===== src/common/eic_defs.vh =====
// constants for the external pin and pin-change interrupt controller
`ifndef EIC_DEFS_VH
`define EIC_DEFS_VH

// ----------
// register indices (byte address is four times the index)
// ----------
`define EIC_IDX_ENABLE_MASK   6'h3b
`define EIC_IDX_FLAG_STATUS   6'h3a
`define EIC_IDX_CORE_CONTROL  6'h35
`define EIC_IDX_STATUS_WORD   6'h3f

// ----------
// field positions
// ----------
`define EIC_BIT_EXT           6
`define EIC_BIT_PC            5
`define EIC_BIT_GIE           7
`define EIC_SENSE_HI          1
`define EIC_SENSE_LO          0

// ----------
// reset values and encodings
// ----------
`define EIC_RST_ENABLE        8'h00
`define EIC_RST_FLAG          8'h00
`define EIC_RST_SENSE         2'h0
`define EIC_SENSE_LOW         2'h0
`define EIC_SENSE_ANY         2'h1
`define EIC_SENSE_FALL        2'h2
`define EIC_SENSE_RISE        2'h3
`define EIC_VEC_EXT           9'h001
`define EIC_VEC_PC            9'h002
`define EIC_RESP_OKAY         2'h0
`define EIC_RESP_SLVERR       2'h2

// ----------
// timing
// ----------
`define EIC_RETURN_CYCLES     3'h4
`define EIC_PC_WIDTH          9
`define EIC_PORT_PINS         6

`endif


===== src/logic/eic_pin_sense.v =====
// pin sampling, sense control and change detection
`timescale 1ns/1ps
`include "eic_defs.vh"

module eic_pin_sense
(
    input  wire                      aclk,
    input  wire                      aresetn,
    input  wire                      ce,
    input  wire [1:0]                sense,
    input  wire                      ext_pin,
    input  wire [`EIC_PORT_PINS-1:0] port_pins,
    output wire                      ext_event,
    output wire                      ext_level_low,
    output wire                      pc_event
);

    reg                      ext_now;
    reg                      ext_prev;
    reg [`EIC_PORT_PINS-1:0] pin_now;
    reg [`EIC_PORT_PINS-1:0] pin_prev;
    wire [`EIC_PORT_PINS-1:0] pin_chg;

    // ----------------------------------------------------------------
    // sample then compare; pin direction is not looked at on purpose
    // ----------------------------------------------------------------
    always @(posedge aclk)
    begin
        if (!aresetn)
        begin
            ext_now  <= 1'b1;
            ext_prev <= 1'b1;
            pin_now  <= {`EIC_PORT_PINS{1'b0}};
            pin_prev <= {`EIC_PORT_PINS{1'b0}};
        end
        else if (ce)
        begin
            ext_now  <= ext_pin;
            ext_prev <= ext_now;
            pin_now  <= port_pins;
            pin_prev <= pin_now;
        end
    end

    // per pin change detect
    genvar i;
    generate
        for (i = 0; i < `EIC_PORT_PINS; i = i + 1)
        begin : g_chg
            assign pin_chg[i] = pin_now[i] ^ pin_prev[i];
        end
    endgenerate

    assign pc_event = |pin_chg;

    // sense selection; low level gives no edge event
    assign ext_event = (sense == `EIC_SENSE_ANY)  ? (ext_now ^ ext_prev) :
                       (sense == `EIC_SENSE_FALL) ? (ext_prev & ~ext_now) :
                       (sense == `EIC_SENSE_RISE) ? (~ext_prev & ext_now) : 1'b0;
    assign ext_level_low = (sense == `EIC_SENSE_LOW) & ~ext_now;

endmodule


===== src/logic/eic_axil_port.v =====
// axi4-lite slave handshake for the controller registers
`timescale 1ns/1ps
`include "eic_defs.vh"

module eic_axil_port
(
    input  wire        aclk,
    input  wire        aresetn,
    input  wire        ce,
    input  wire [7:0]  s_awaddr,
    input  wire        s_awvalid,
    output reg         s_awready,
    input  wire [31:0] s_wdata,
    input  wire [3:0]  s_wstrb,
    input  wire        s_wvalid,
    output reg         s_wready,
    output reg  [1:0]  s_bresp,
    output reg         s_bvalid,
    input  wire        s_bready,
    input  wire [7:0]  s_araddr,
    input  wire        s_arvalid,
    output reg         s_arready,
    output reg  [31:0] s_rdata,
    output reg  [1:0]  s_rresp,
    output reg         s_rvalid,
    input  wire        s_rready,
    output reg  [5:0]  wr_index,
    output reg  [7:0]  wr_data,
    output wire        wr_pulse,
    input  wire        wr_hit,
    output wire [5:0]  rd_index,
    input  wire [7:0]  rd_data,
    input  wire        rd_hit
);

    reg aw_got;
    reg w_got;
    reg lane0;
    wire both_got;

    assign both_got = aw_got & w_got & ~s_bvalid;
    // only byte lane 0 carries register bits
    assign wr_pulse = both_got & lane0 & wr_hit & ce;
    assign rd_index = s_araddr[7:2];

    // ----------------------------------------------------------------
    // write channel: address and data taken in either order
    // ----------------------------------------------------------------
    always @(posedge aclk)
    begin
        if (!aresetn)
        begin
            s_awready <= 1'b1;
            s_wready  <= 1'b1;
            s_bvalid  <= 1'b0;
            s_bresp   <= `EIC_RESP_OKAY;
            aw_got    <= 1'b0;
            w_got     <= 1'b0;
            lane0     <= 1'b0;
            wr_index  <= 6'h00;
            wr_data   <= 8'h00;
        end
        else if (ce)
        begin
            if (s_awvalid && s_awready)
            begin
                aw_got    <= 1'b1;
                wr_index  <= s_awaddr[7:2];
                s_awready <= 1'b0;
            end
            if (s_wvalid && s_wready)
            begin
                w_got    <= 1'b1;
                wr_data  <= s_wdata[7:0];
                lane0    <= s_wstrb[0];
                s_wready <= 1'b0;
            end
            if (both_got)
            begin
                s_bvalid <= 1'b1;
                s_bresp  <= wr_hit ? `EIC_RESP_OKAY : `EIC_RESP_SLVERR;
                aw_got   <= 1'b0;
                w_got    <= 1'b0;
            end
            if (s_bvalid && s_bready)
            begin
                s_bvalid  <= 1'b0;
                s_awready <= 1'b1;
                s_wready  <= 1'b1;
            end
        end
    end

    // ----------------------------------------------------------------
    // read channel: data captured at the address handshake
    // ----------------------------------------------------------------
    always @(posedge aclk)
    begin
        if (!aresetn)
        begin
            s_arready <= 1'b1;
            s_rvalid  <= 1'b0;
            s_rdata   <= 32'h00000000;
            s_rresp   <= `EIC_RESP_OKAY;
        end
        else if (ce)
        begin
            if (s_arvalid && s_arready)
            begin
                s_arready <= 1'b0;
                s_rvalid  <= 1'b1;
                s_rdata   <= {24'h000000, rd_data};
                s_rresp   <= rd_hit ? `EIC_RESP_OKAY : `EIC_RESP_SLVERR;
            end
            else if (s_rvalid && s_rready)
            begin
                s_rvalid  <= 1'b0;
                s_arready <= 1'b1;
            end
        end
    end

endmodule


===== src/logic/eic_top.v =====
// external pin and pin-change interrupt controller with return sequencer
`timescale 1ns/1ps
`include "eic_defs.vh"

// Overview of operation
// - return takes four cycles, restores pc, sets gie
// - one main instruction runs after every return
// - enable register: ext bit 6, change bit 5
// - bit 7 and bits 4..0 read zero
// - ext interrupt needs its enable and gie
// - pin activity counts even when driven out
// - ext interrupt vectors to address 001
// - any pin change vectors to address 002
// - triggering ext edge sets flag bit 6
// - vector only when flag (or low level on ext), enable, gie set
// - ext flag cleared by vector or one-write
// - low-level sensing holds ext flag cleared
// - change sets flag bit 5, cleared likewise
// - sense: low, any, falling, rising edge
// - pins sampled; pulses over one clock caught
module eic_top
(
    input  wire                      aclk,
    input  wire                      aresetn,
    input  wire                      ce,
    input  wire [7:0]                s_awaddr,
    input  wire                      s_awvalid,
    output wire                      s_awready,
    input  wire [31:0]               s_wdata,
    input  wire [3:0]                s_wstrb,
    input  wire                      s_wvalid,
    output wire                      s_wready,
    output wire [1:0]                s_bresp,
    output wire                      s_bvalid,
    input  wire                      s_bready,
    input  wire [7:0]                s_araddr,
    input  wire                      s_arvalid,
    output wire                      s_arready,
    output wire [31:0]               s_rdata,
    output wire [1:0]                s_rresp,
    output wire                      s_rvalid,
    input  wire                      s_rready,
    input  wire                      ext_pin,
    input  wire [`EIC_PORT_PINS-1:0] port_pins,
    input  wire                      instr_boundary,
    input  wire                      irq_return_instr_start,
    input  wire [`EIC_PC_WIDTH-1:0]  stack_pc,
    output reg                       irq,
    output reg                       vector_take,
    output reg  [`EIC_PC_WIDTH-1:0]  vector_addr,
    output reg                       pc_restore_valid,
    output reg  [`EIC_PC_WIDTH-1:0]  pc_restore,
    output reg                       global_ie,
    output reg                       irq_return_instr_busy
);

    // ----------------------------------------------------------------
    // declarations
    // ----------------------------------------------------------------
    localparam ST_RUN  = 1'b0;
    localparam ST_IRQ_RETURN_INSTR = 1'b1;
    // whole-register reset words, sliced per bit below
    localparam [7:0] RST_EN = `EIC_RST_ENABLE;
    localparam [7:0] RST_FL = `EIC_RST_FLAG;
    localparam [1:0] RST_SN = `EIC_RST_SENSE;

    reg        state;
    reg [2:0]  ret_cnt;
    reg        skip_one;
    reg        ext_pin_irq_enable;
    reg        pin_change_irq_enable;
    reg        ext_pin_flag;
    reg        pin_change_flag;
    reg        sense_ctrl_hi;
    reg        sense_ctrl_lo;

    wire [5:0] wr_index;
    wire [7:0] wr_data;
    wire       wr_pulse;
    reg        wr_hit;
    wire [5:0] rd_index;
    reg  [7:0] rd_data;
    reg        rd_hit;

    wire       ext_event;
    wire       ext_level_low;
    wire       pc_event;
    wire       level_mode;
    wire       ext_pending;
    wire       pc_pending;
    wire       serve_ok;
    wire       take_ext;
    wire       take_pc;
    wire       wr_enable;
    wire       wr_flag;
    wire       wr_control;
    wire       wr_status;

    // ----------------------------------------------------------------
    // submodules
    // ----------------------------------------------------------------
    eic_axil_port u_port
    (
        .aclk      (aclk),
        .aresetn   (aresetn),
        .ce        (ce),
        .s_awaddr  (s_awaddr),
        .s_awvalid (s_awvalid),
        .s_awready (s_awready),
        .s_wdata   (s_wdata),
        .s_wstrb   (s_wstrb),
        .s_wvalid  (s_wvalid),
        .s_wready  (s_wready),
        .s_bresp   (s_bresp),
        .s_bvalid  (s_bvalid),
        .s_bready  (s_bready),
        .s_araddr  (s_araddr),
        .s_arvalid (s_arvalid),
        .s_arready (s_arready),
        .s_rdata   (s_rdata),
        .s_rresp   (s_rresp),
        .s_rvalid  (s_rvalid),
        .s_rready  (s_rready),
        .wr_index  (wr_index),
        .wr_data   (wr_data),
        .wr_pulse  (wr_pulse),
        .wr_hit    (wr_hit),
        .rd_index  (rd_index),
        .rd_data   (rd_data),
        .rd_hit    (rd_hit)
    );

    eic_pin_sense u_sense
    (
        .aclk          (aclk),
        .aresetn       (aresetn),
        .ce            (ce),
        .sense         ({sense_ctrl_hi, sense_ctrl_lo}),
        .ext_pin       (ext_pin),
        .port_pins     (port_pins),
        .ext_event     (ext_event),
        .ext_level_low (ext_level_low),
        .pc_event      (pc_event)
    );

    // ----------------------------------------------------------------
    // address decode
    // ----------------------------------------------------------------
    always @*
    begin
        wr_hit = (wr_index == `EIC_IDX_ENABLE_MASK) || (wr_index == `EIC_IDX_FLAG_STATUS) ||
                 (wr_index == `EIC_IDX_CORE_CONTROL) || (wr_index == `EIC_IDX_STATUS_WORD);
        rd_hit = 1'b1;
        rd_data = 8'h00; // reserved bits and unmapped reads give zero
        case (rd_index)
            `EIC_IDX_ENABLE_MASK:
            begin
                rd_data[`EIC_BIT_EXT] = ext_pin_irq_enable;
                rd_data[`EIC_BIT_PC]  = pin_change_irq_enable;
            end
            `EIC_IDX_FLAG_STATUS:
            begin
                rd_data[`EIC_BIT_EXT] = ext_pin_flag;
                rd_data[`EIC_BIT_PC]  = pin_change_flag;
            end
            `EIC_IDX_CORE_CONTROL:
            begin
                rd_data[`EIC_SENSE_HI] = sense_ctrl_hi;
                rd_data[`EIC_SENSE_LO] = sense_ctrl_lo;
            end
            `EIC_IDX_STATUS_WORD:
            begin
                rd_data[`EIC_BIT_GIE] = global_ie;
            end
            default:
            begin
                rd_hit = 1'b0;
            end
        endcase
    end

    assign wr_enable  = wr_pulse && (wr_index == `EIC_IDX_ENABLE_MASK);
    assign wr_flag    = wr_pulse && (wr_index == `EIC_IDX_FLAG_STATUS);
    assign wr_control = wr_pulse && (wr_index == `EIC_IDX_CORE_CONTROL);
    assign wr_status  = wr_pulse && (wr_index == `EIC_IDX_STATUS_WORD);

    // ----------------------------------------------------------------
    // request qualification and priority
    // ----------------------------------------------------------------
    assign level_mode  = ({sense_ctrl_hi, sense_ctrl_lo} == `EIC_SENSE_LOW);
    // low level has no flag: it requests only while the pin stays low
    assign ext_pending = ext_pin_irq_enable & (ext_pin_flag | ext_level_low);
    assign pc_pending  = pin_change_irq_enable & pin_change_flag;
    assign serve_ok    = instr_boundary & global_ie & ~skip_one & (state == ST_RUN) & ~irq_return_instr_start;
    assign take_ext    = serve_ok & ext_pending;
    assign take_pc     = serve_ok & ~ext_pending & pc_pending;

    // ----------------------------------------------------------------
    // enable and sense registers
    // ----------------------------------------------------------------
    always @(posedge aclk)
    begin
        if (!aresetn)
        begin
            ext_pin_irq_enable    <= RST_EN[`EIC_BIT_EXT];
            pin_change_irq_enable <= RST_EN[`EIC_BIT_PC];
            sense_ctrl_hi         <= RST_SN[`EIC_SENSE_HI];
            sense_ctrl_lo         <= RST_SN[`EIC_SENSE_LO];
        end
        else if (ce)
        begin
            if (wr_enable)
            begin
                ext_pin_irq_enable    <= wr_data[`EIC_BIT_EXT];
                pin_change_irq_enable <= wr_data[`EIC_BIT_PC];
            end
            if (wr_control)
            begin
                sense_ctrl_hi <= wr_data[`EIC_SENSE_HI];
                sense_ctrl_lo <= wr_data[`EIC_SENSE_LO];
            end
        end
    end

    // ----------------------------------------------------------------
    // sticky flags: a new event beats a same-cycle clear
    // ----------------------------------------------------------------
    always @(posedge aclk)
    begin
        if (!aresetn)
        begin
            ext_pin_flag    <= RST_FL[`EIC_BIT_EXT];
            pin_change_flag <= RST_FL[`EIC_BIT_PC];
        end
        else if (ce)
        begin
            if (level_mode)
                ext_pin_flag <= 1'b0;
            else if (ext_event)
                ext_pin_flag <= 1'b1;
            else if (take_ext || (wr_flag && wr_data[`EIC_BIT_EXT]))
                ext_pin_flag <= 1'b0;
            if (pc_event)
                pin_change_flag <= 1'b1;
            else if (take_pc || (wr_flag && wr_data[`EIC_BIT_PC]))
                pin_change_flag <= 1'b0;
        end
    end

    // ----------------------------------------------------------------
    // vector and return sequencer
    // ----------------------------------------------------------------
    always @(posedge aclk)
    begin
        if (!aresetn)
        begin
            state            <= ST_RUN;
            ret_cnt          <= 3'h0;
            skip_one         <= 1'b0;
            global_ie        <= 1'b0;
            vector_take      <= 1'b0;
            vector_addr      <= {`EIC_PC_WIDTH{1'b0}};
            pc_restore_valid <= 1'b0;
            pc_restore       <= {`EIC_PC_WIDTH{1'b0}};
            irq_return_instr_busy        <= 1'b0;
        end
        else if (ce)
        begin
            vector_take      <= 1'b0;
            pc_restore_valid <= 1'b0;
            if (wr_status)
                global_ie <= wr_data[`EIC_BIT_GIE];
            case (state)
                ST_RUN:
                begin
                    if (irq_return_instr_start)
                    begin
                        state     <= ST_IRQ_RETURN_INSTR;
                        ret_cnt   <= 3'h1;
                        irq_return_instr_busy <= 1'b1;
                    end
                    else if (take_ext)
                    begin
                        vector_take <= 1'b1;
                        vector_addr <= `EIC_VEC_EXT;
                        global_ie   <= 1'b0;
                    end
                    else if (take_pc)
                    begin
                        vector_take <= 1'b1;
                        vector_addr <= `EIC_VEC_PC;
                        global_ie   <= 1'b0;
                    end
                    else if (instr_boundary)
                        skip_one <= 1'b0;            // the one instruction has run
                end
                ST_IRQ_RETURN_INSTR:
                begin
                    // four cycles counted from the start pulse
                    if (ret_cnt == `EIC_RETURN_CYCLES - 3'h1)
                    begin
                        state            <= ST_RUN;
                        irq_return_instr_busy        <= 1'b0;
                        pc_restore_valid <= 1'b1;
                        pc_restore       <= stack_pc;
                        global_ie        <= 1'b1;
                        skip_one         <= 1'b1;
                    end
                    ret_cnt <= ret_cnt + 3'h1;
                end
                default:
                begin
                    state <= ST_RUN;
                end
            endcase
        end
    end

    // ----------------------------------------------------------------
    // interrupt line: registered so it is glitch free toward the core
    // ----------------------------------------------------------------
    always @(posedge aclk)
    begin
        if (!aresetn)
            irq <= 1'b0;
        else if (ce)
            irq <= (ext_pending | pc_pending) & global_ie;
    end

endmodule


===== config.mk =====
export PLATFORM = sky130hd
export DESIGN_NAME = eic_top
export DESIGN_NICKNAME = d
export VERILOG_FILES = /design/src/logic/eic_pin_sense.v /design/src/logic/eic_axil_port.v /design/src/logic/eic_top.v
export VERILOG_INCLUDE_DIRS = /design/src /design/src/common
export SDC_FILE = /design/constraint.sdc
export NUM_CORES = 1
export LEC_CHECK = 0
export BUFFER_PORTS_ARGS = -buffer_cell sky130_fd_sc_hd__buf_2
export CAP_MARGIN = 20
export CORE_ASPECT_RATIO = 1.2
export CORE_MARGIN = 4
export CORE_UTILIZATION = 27
export DETAILED_ROUTE_END_ITERATION = 12
export GPL_ROUTABILITY_DRIVEN = 0
export PLACE_DENSITY_LB_ADDON = 0.25
export SYNTH_ARGS = -nofsm -noshare
export SYNTH_HDL_FRONTEND = slang
export SYNTH_SLANG_ARGS = --single-unit

===== constraint.sdc =====
create_clock -name aclk -period 3.6 [get_ports aclk]
set_input_delay 0.18 -clock aclk [delete_from_list [all_inputs] [get_ports aclk]]
set_output_delay 0.18 -clock aclk [all_outputs]
set_load 0.005 [all_outputs]

==> run summary, run 1 <==
* sequential fraction of the synthesis area: 42.0%
* final hold violations: 0
* WP data arrival: 1.90 ns
* fraction of final layout cells sized beyond drive strength 1: 22.0%
* Yosys top cell area share: 42.0%
* number of H-tree levels: 3
* syn_area_per_cell: 9.13 um^2
* CTS tree: done
* cts-stage hold buffer count: 0
* Post-Route Skew: 0.00628 ns
* worst-case headroom to the max-slew limit: 33.9%
* kind of end point of the critical path: flip-flop
* mux cell area share after synthesis: 10.1%
* number of global-route vias before repair: 2216
* adder-cell share of the synthesized area: 1.57%
* final critical-path share of the clock period: 45.4%
* CTS resizes: 0
* combinational family with the most area after synthesis: simple AND/OR/NAND/NOR gates
* post-synthesis to final-layout area growth: 20.9%
* detailed-route via count: 2415
* synthesized-area fraction occupied by ao, oa, aoi and oai cells: 12.4%
* most common library cell in the layout ignoring fill and taps: sky130_fd_sc_hd__buf_2
* antenna diode count: 0
* max-slew violation total from the final report: 0
* Netlist Area Pre-Place: 0.00319 mm^2
* kind of critical path: in -> reg
* detailed-placement wirelength estimate: 4900 um
* post-CTS repair timing setup buffer count: 0
* Min-Delay Path Class: in -> reg
* post-route cell area: 0.00386 mm^2
* Final ANT Viol Nets: 0
* Worst Max-Slew Pin Slew: 0.991 ns
* fraction of synthesized cell area in xor and xnor cells: 1.65%
* Synth area leader: sky130_fd_sc_hd__dfxtp_1
* die area: 0.0136 mm^2
* clock latency on the worst-skew pair: 0.32 ns
* buffer type at the clock tree root: sky130_fd_sc_hd__clkbuf_16
* most frequent cells in the layout: sky130_fd_sc_hd__buf_2, sky130_fd_sc_hd__dfxtp_1, sky130_fd_sc_hd__nand2_1
* Max Cap Viol: 0
* clock period minus worst slack: 1.63 ns
* starting density of the core: 27.6%
* RSZ-0062 raised after global routing: false
* Placement Cell Area: 0.00356 mm^2
* hold slack final: 0.0763 ns
* number of distinct library cells after synthesis: 45
* Residual DRC: 0
* Setup TNS: 0 ns
* DRC violation total after the first TritonRoute iteration: 83
* instance count of the mapped netlist: 350
* num rows: 43
* leakage dissipation: 1.71 nW
* Floorplan Core Area: 0.0116 mm^2
* length of the first detailed-routing pass in iterations: 6
* setup violators final: 0
* kind of launch point of the worst setup path: input port
* total routed wirelength: 6710 um
* result of the run: finished clean
* total global routing overflow: 0
* global-route wire length before repair: 10500 um
* final-stage net count: 500
* highest achievable clock rate: 612 MHz
* Area contributors post-synth: sky130_fd_sc_hd__dfxtp_1, sky130_fd_sc_hd__mux2i_1, sky130_fd_sc_hd__buf_4, sky130_fd_sc_hd__nor2b_1, sky130_fd_sc_hd__nand2_1
* synthesized flop and latch total: 67
* sinks on the clock net: 67
* Top Ports: 142
* count of yosys warnings during synthesis: 0
* clock-pin slew reported for the worst setup and hold paths after clock tree synthesis: 0.06 ns
* CTS Buf Count: 9
* maximum clock insertion buffer count: 2
* Simple-Gate Fraction of Synth Area: 20.9%
* routed len/inst: 11.6 um
* count of input and output buffers: 71
* pin count of the biggest net entering global routing: 68
* mean number of vias per cell: 4.16
* All-Layer GR Usage: 9.78%
* Final Util: 33.4%
* floorplan die width: 107 um
* number of antenna violations at the first check in global routing: 0
* height of the die: 127 um
* VDD IR-drop max: 0.000203 V
* largest driver fanout on the critical path: 27
* ratio of total power to cell area: 469 mW/mm^2
* worst endpoint required time: 3.86 ns
==> layer usage <==
| metal | track usage (%) | share of wire (%) |
|---|---|---|
| met4 | 3.61 | 0.85 |
| met2 | 16.0 | 49 |
| met5 | 0 | 0 |
| met1 | 11.9 | 44 |
| met3 | 3.23 | 6.5 |
==> cells by family after synthesis <==
group                      count (synthesis)
AOI/OAI and AO/OA                         60
xor gates and xnor gates                   6
adders and majority gates                  4
buffers and inverters                     58
DFF                                       67
muxes                                     32
other                                      1
and+or+nand+nor                          122
==> state kept, by name (all words and copies together) (netlist names), 2 cells and up <==
register,flops
u_port.wr_index,6
u_sense.pin_prev,6
vector_addr,2
ret_cnt,3
u_port.s_rdata,5
pc_restore,9
u_port.wr_data,5
u_sense.pin_now,6
==> critical path: stages <==
cell,delay [ns]
sky130_fd_sc_hd__buf_2,0.30
sky130_fd_sc_hd__buf_4,0.41
sky130_fd_sc_hd__nand3_1,0.32
sky130_fd_sc_hd__nor3_1,0.40
sky130_fd_sc_hd__a32oi_1,0.16
sky130_fd_sc_hd__nor2b_1,0.12
==> report_power, final <==
| group | leakage, nW | internal [mW] | switching, mW |
|---|---|---|---|
| combinational | 1.01 | 0.0679 | 0.0717 |
| sequential | 0.546 | 0.768 | 0.0216 |
| clock | 0.153 | 0.572 | 0.310 |
| total | 1.71 | 1.41 | 0.404 |
==> worst paths after layout <==
path                                 from  slack (ns)  depth (start not counted)                        endpoint
max reg2reg  u_port.s_bvalid$_SDFFE_PN0P_        2.06                          4    pin_change_flag$_SDFFE_PN0P_
max                                    ce        1.97                          6  u_port.s_rdata[1]$_SDFFE_PN0P_
min                               ext_pin        0.08                          3    u_sense.ext_now$_SDFFE_PN1P_
min reg2reg    pc_restore[3]$_SDFFE_PN0P_        0.46                          2      pc_restore[3]$_SDFFE_PN0P_
==> synthesized netlist by cell type (all sizes together) <==
cell type	instances
nand2	45
a22o	1
a21oi	10
a31oi	2
dfxtp	67
mux2	2
nand3b	3
xnor2	2
nor4	4
nor3	4
o211a	1
a22oi	3
nor2	5
buf	40
xor2	4
nand4	1
nand2b	5
o21a	3
o211ai	3
o21ai	15
a21o	2
a21boi	13
a211oi	1
and2	4
a32oi	4
nand4b	1
a41oi	1
nor3b	1
or4b	1
nor2b	38
nor4b	1
nand3	6
mux2i	30
conb	1
inv	8
and3	2
or2	1
ha	4
o2bb2ai	1
clkbuf	10
==> cell type report <==
| type | instances | area, um^2 |
|---|---|---|
| fillers | 1215 | 7710 |
| multi-input cells | 260 | 1630 |
| flip-flops and latches | 67 | 1340 |
| repair buffers | 72 | 363 |
| clock buffers | 12 | 256 |
| well taps | 157 | 196 |
| clock inverters | 4 | 48.8 |
| inverters | 8 | 30.0 |
==> stage by stage <==
stage,total power [mW],setup slack [ns],instances
2_1_floorplan,0.924,2.21,385
3_3_place_gp,0.944,1.60,564
3_5_place_dp,0.947,1.59,564
4_1_cts,1.85,1.93,580
5_1_grt,1.91,1.75,580
6_report,1.81,1.97,580
No activity file was read; power rests on OpenSTA's default activity.
==> inputs of run 2 (changes only) <==
==> constraint.sdc (replaced) <==
create_clock -name aclk -period 1.7 [get_ports aclk]
set_input_delay 0.085 -clock aclk [delete_from_list [all_inputs] [get_ports aclk]]
set_output_delay 0.085 -clock aclk [all_outputs]
set_load 0.005 [all_outputs]
==> run summary, run 2 (synthesis gave the netlist of run 1 again) <==
* result of the run: finished clean
* clock period minus worst slack: 1.50 ns
* detailed-route via count: 2506
* number of global-route vias before repair: 2376
* global-route wire length before repair: 11100 um
* Crit path max-delay family: simple AND/OR/NAND/NOR gates
* kind of launch point of the worst setup path: flip-flop
* Floorplan Core Area: 0.0116 mm^2
* final critical-path share of the clock period: 88.1%
* fraction of final layout cells sized beyond drive strength 1: 22.8%
* kind of end point of the critical path: flip-flop
* buffer type at the clock tree root: sky130_fd_sc_hd__clkbuf_16
* die area: 0.0136 mm^2
* worst endpoint required time: 1.92 ns
* flop2flop setup slack: 0.20 ns
* final hold violations: 0
* Residual DRC: 0
* max-slew violation total from the final report: 0
* antenna diode count: 0
* Max Cap Viol: 0
* number of H-tree levels: 3
* sinks on the clock net: 67
* startpoint of the lowest-slack register-to-register path: u_port.s_bvalid$_SDFFE_PN0P_
* Largest register FFs: 9
* DRC violation total after the first TritonRoute iteration: 100
* highest achievable clock rate: 667 MHz
* number of cells after detailed placement: 573
* maximum clock insertion buffer count: 2
* total routed wirelength: 7070 um
* CP Launch Point: u_port.s_bvalid$_SDFFE_PN0P_
* number of antenna violations at the first check in global routing: 0
* CTS resizes: 0
* count of cells along the worst register-to-register path: 4
* clock-pin slew reported for the worst setup and hold paths after clock tree synthesis: 0.05 ns
* length of the first detailed-routing pass in iterations: 4
* final-stage net count: 517
* destination of the worst register-to-register timing path: pin_change_flag$_SDFFE_PN0P_
* Min-Delay Path Class: in -> reg
* VDD IR-drop max: 0.000449 V
* starting density of the core: 27.6%
* largest stage delay on the critical path: 0.45 ns
* total global routing overflow: 0
* Hold Path Stages: 3
* num rows: 43
* setup violators final: 0
* highest-delay cell along the critical path: sky130_fd_sc_hd__nor4_1
* top register by number of flip-flops: pc_restore
* Setup TNS: 0 ns
* Post-Route Skew: 0.00471 ns
* worst hold path endpoint: pc_restore[1]$_SDFFE_PN0P_
* chain of cells forming the critical path: nand4b_2, nor4_1, nand2_1, a22o_1
* pin count of the biggest net entering global routing: 26
* CTS Buf Count: 9
* clock latency on the worst-skew pair: 0.33 ns
* Top Ports: 142
* height of the die: 127 um
* count of input and output buffers: 71
* mean number of vias per cell: 4.20
* detailed-placement wirelength estimate: 5380 um
* buffers and inverters on the worst path: 0
* kind of critical path: reg -> reg
* All-Layer GR Usage: 10.3%
* ratio of total power to cell area: 959 mW/mm^2
* RSZ-0062 raised after global routing: false
* leakage dissipation: 1.78 nW
* WP data arrival: 1.72 ns
* Final ANT Viol Nets: 0
* floorplan die width: 107 um
* largest driver fanout on the critical path: 8
* most frequent cells in the layout: sky130_fd_sc_hd__buf_2, sky130_fd_sc_hd__dfxtp_1, sky130_fd_sc_hd__nand2_1
* routed len/inst: 11.9 um
* HP Start: stack_pc[1]
* CTS tree: done
* count of non-filler cells in the finished layout: 596
* most common library cell in the layout ignoring fill and taps: sky130_fd_sc_hd__buf_2
* post-synthesis to final-layout area growth: 25.2%
-- run 2: cell types whose count changed in the layout (fill, tap and decap cells not counted) --
cell / delta
sky130_fd_sc_hd__clkinv_4: -1
sky130_fd_sc_hd__clkinv_2: -1
sky130_fd_sc_hd__buf_4: +9
sky130_fd_sc_hd__clkbuf_1: +1
sky130_fd_sc_hd__dlygate4sd3_1: +8
-- run 2: how the worst max path moves through the flow --
| stage | to | depth (start not counted) | slack (ns) |
|---|---|---|---|
| 6_report | pin_change_flag$_SDFFE_PN0P_ | 4 | 0.20 |
| 5_1_grt | sense_ctrl_lo$_SDFFE_PN0P_ | 4 | 0.09 |
| 4_1_cts | pin_change_flag$_SDFFE_PN0P_ | 4 | 0.17 |
| 3_5_place_dp | pin_change_flag$_SDFFE_PN0P_ | 4 | 0.17 |
| 3_3_place_gp | pin_change_flag$_SDFFE_PN0P_ | 4 | 0.16 |
| 2_1_floorplan | sense_ctrl_hi$_SDFFE_PN0P_ | 4 | 0.34 |
-- run 2: power breakdown --
| part | total, mW | internal, mW | switching, mW |
|---|---|---|---|
| registers | 1.67 | 1.63 | 0.0450 |
| logic | 0.328 | 0.164 | 0.164 |
| clock network | 1.84 | 1.20 | 0.632 |
| total | 3.84 | 3.00 | 0.840 |
-- run 2: routing by layer --
metal / up-vias / global-route usage, % / part of all wire (%)
met5: - / 0 / 0
met4: 0 / 4.59 / 2.0
met3: 12 / 3.13 / 5.6
met2: 72 / 18.2 / 50
met1: 1132 / 11.2 / 43
li1: 1290 / - / -
-- run 2: per-stage QoR --
stage / total power, mW / cell area, um^2 / hold WS [ns] / setup WS (ns) / util [%]
after CTS: 3.90 / 4000 / 0.00648 / 0.165 / 34.6
after floorplan: 1.96 / 3330 / 0.211 / 0.340 / -
after global placement: 2.01 / 3620 / 0.317 / 0.161 / 31.3
after detailed placement: 2.02 / 3620 / 0.315 / 0.169 / 31.3
final: 3.84 / 4000 / 0.0163 / 0.202 / 34.6
after global routing: 4.01 / 4000 / 0.0184 / 0.0913 / 34.6
-- run 2: timing repair --
action | in CTS | in global routing
endpoints found under the hold margin | 8 | 0
hold buffers | 8 | 0
buffers inserted | 0 | 0
-- run 2: area by class of cell --
type	instances	area [um^2]
Clock buffer	13	260
Clock inverter	2	35.0
Fill cell	1231	7570
Inverter	8	30.0
Multi-Input combinational cell	260	1630
Sequential cell	67	1340
Tap cell	157	196
Timing Repair Buffer	89	510
-- run 2: worst reg2reg max path, cell delays in order, from the launching register on --
cell,delay [ns]
sky130_fd_sc_hd__dfxtp_1,0.32
sky130_fd_sc_hd__nand4b_2,0.32
sky130_fd_sc_hd__nor4_1,0.45
sky130_fd_sc_hd__nand2_1,0.10
sky130_fd_sc_hd__a22o_1,0.20
==> inputs of run 3 (changes only) <==
==> constraint.sdc (replaced) <==
create_clock -name aclk -period 1.7 [get_ports aclk]
set_input_delay 0.17 -clock aclk [delete_from_list [all_inputs] [get_ports aclk]]
set_output_delay 0.17 -clock aclk [all_outputs]
set_load 0.005 [all_outputs]
==> run summary, run 3 (synthesis gave the netlist of run 1 again) <==
* result of the run: finished clean
* sinks on the clock net: 67
* CTS resizes: 0
* largest driver fanout on the critical path: 8
* num rows: 43
* multi-input combinational cell area: 0.00163 mm^2
* highest achievable clock rate: 652 MHz
* length of the first detailed-routing pass in iterations: 4
* detailed-route via count: 2483
* worst endpoint required time: 1.92 ns
* number of antenna violations at the first check in global routing: 0
* clock-pin slew reported for the worst setup and hold paths after clock tree synthesis: 0.05 ns
* hold slack final: 0.0661 ns
* Crit path max-delay family: simple AND/OR/NAND/NOR gates
* Max Cap Viol: 0
* Final Util: 34.2%
* Post-Route Skew: 0.00738 ns
* most frequent cells in the layout: sky130_fd_sc_hd__buf_2, sky130_fd_sc_hd__dfxtp_1, sky130_fd_sc_hd__nand2_1
* All-Layer GR Usage: 10.4%
* setup violators final: 0
* VDD IR-drop max: 0.000424 V
* leakage dissipation: 1.77 nW
* final-stage net count: 510
* buffer type at the clock tree root: sky130_fd_sc_hd__clkbuf_16
* antenna diode count: 0
* HP Start: ext_pin
* Top Ports: 142
* CTS tree: done
* post-synthesis to final-layout area growth: 24.0%
* die area: 0.0136 mm^2
* Hold Path Stages: 3
* clock period minus worst slack: 1.53 ns
* kind of launch point of the worst setup path: flip-flop
* number of global-route vias before repair: 2362
* WP data arrival: 1.75 ns
* kind of end point of the critical path: flip-flop
* clock latency on the worst-skew pair: 0.33 ns
* highest-delay cell along the critical path: sky130_fd_sc_hd__nor4_1
* startpoint of the lowest-slack register-to-register path: u_port.s_bvalid$_SDFFE_PN0P_
* fraction of final layout cells sized beyond drive strength 1: 23.8%
* total routed wirelength: 7000 um
* most common library cell in the layout ignoring fill and taps: sky130_fd_sc_hd__buf_2
* Largest register FFs: 9
* floorplan die width: 107 um
* flop2flop setup slack: 0.17 ns
* final hold violations: 0
* starting density of the core: 27.6%
* largest stage delay on the critical path: 0.48 ns
* sum of internal, switching and leakage power: 4.01 mW
* Setup TNS: 0 ns
* number of H-tree levels: 3
* global-route wire length before repair: 11300 um
* worst hold path endpoint: u_sense.ext_now$_SDFFE_PN1P_
* Min-Delay Path Class: in -> reg
* Residual DRC: 0
* routed len/inst: 11.9 um
* cts-stage hold buffer count: 0
* Final ANT Viol Nets: 0
* DRC violation total after the first TritonRoute iteration: 82
* total of fill cells in the finished design: 1229
* top register by number of flip-flops: pc_restore
* max-slew violation total from the final report: 0
* final critical-path share of the clock period: 90.3%
* Floorplan Core Area: 0.0116 mm^2
* maximum clock insertion buffer count: 2
* post-CTS repair timing setup buffer count: 0
* pin count of the biggest net entering global routing: 27
* buffers and inverters on the worst path: 0
* total global routing overflow: 0
* destination of the worst register-to-register timing path: pin_change_flag$_SDFFE_PN0P_
* count of cells along the worst register-to-register path: 4
* ratio of total power to cell area: 1010 mW/mm^2
* chain of cells forming the critical path: nand4b_2, nor4_1, nand2_1, a22o_1
* count of input and output buffers: 71
* CTS Buf Count: 9
* kind of critical path: reg -> reg
* detailed-placement wirelength estimate: 5310 um
* RSZ-0062 raised after global routing: false
* height of the die: 127 um
* total area of sequential cells: 0.00134 mm^2
* mean number of vias per cell: 4.21
==> run 3: cell count changes in the layout (fill, tap and decap cells not counted), sizes merged <==
cell / before / now
dlygate4sd3: 8 / 0
buf: 81 / 82
bufinv: 1 / 2
clkbuf: 13 / 12
clkinvlp: 0 / 1
==> run 3: worst max-delay path by stage <==
stage	from	endpoint	slack, ns	cells after the start
final	u_port.s_bvalid$_SDFFE_PN0P_	pin_change_flag$_SDFFE_PN0P_	0.17	4
after global routing	u_port.s_bvalid$_SDFFE_PN0P_	pin_change_flag$_SDFFE_PN0P_	0.05	4
after global placement	ce	u_port.s_rdata[5]$_SDFFE_PN0P_	0.11	6
after CTS	u_port.s_bvalid$_SDFFE_PN0P_	pin_change_flag$_SDFFE_PN0P_	0.14	4
after floorplan	ce	vector_addr[1]$_SDFFE_PN0P_	0.32	5
after detailed placement	ce	u_port.s_rdata[6]$_SDFFE_PN0P_	0.09	6
==> run 3: worst reg2reg max path: cells and delay by family, from the launching register on <==
family / cells / cell delay [ns]
flip-flops: 1 / 0.32
AO/OA/AOI/OAI: 1 / 0.20
AND/OR/NAND/NOR: 3 / 0.91
==> run 3: layout make-up <==
cell class              count  area share, %
multi-input cells         260           41.0
flip-flops and latches     67           33.9
repair buffers             82           11.1
clock buffers              12           6.48
well taps                 157           4.96
clock inverters             4           1.83
inverters                   8          0.758
==> run 3: layer usage <==
layer,track usage (%),wire length [um]
met2,17.7,3430
met1,11.7,2960
met4,3.84,94
met3,4.14,511
met5,0,0
==> run 3: power by group <==
| part | internal (mW) | leakage [nW] | total (mW) | switching (mW) |
|---|---|---|---|---|
| Clock | 1.36 | 0.159 | 2.02 | 0.663 |
| Sequential | 1.63 | 0.546 | 1.67 | 0.0446 |
| Combinational | 0.153 | 1.06 | 0.314 | 0.161 |
==> run 3: metrics by stage <==
stage,area (um^2),cells,setup slack (ns)
floorplan,3330,385,0.321
global placement,3630,574,0.114
detailed placement,3630,574,0.0946
CTS,3960,590,0.144
global route,3960,590,0.0457
finish,3960,590,0.165
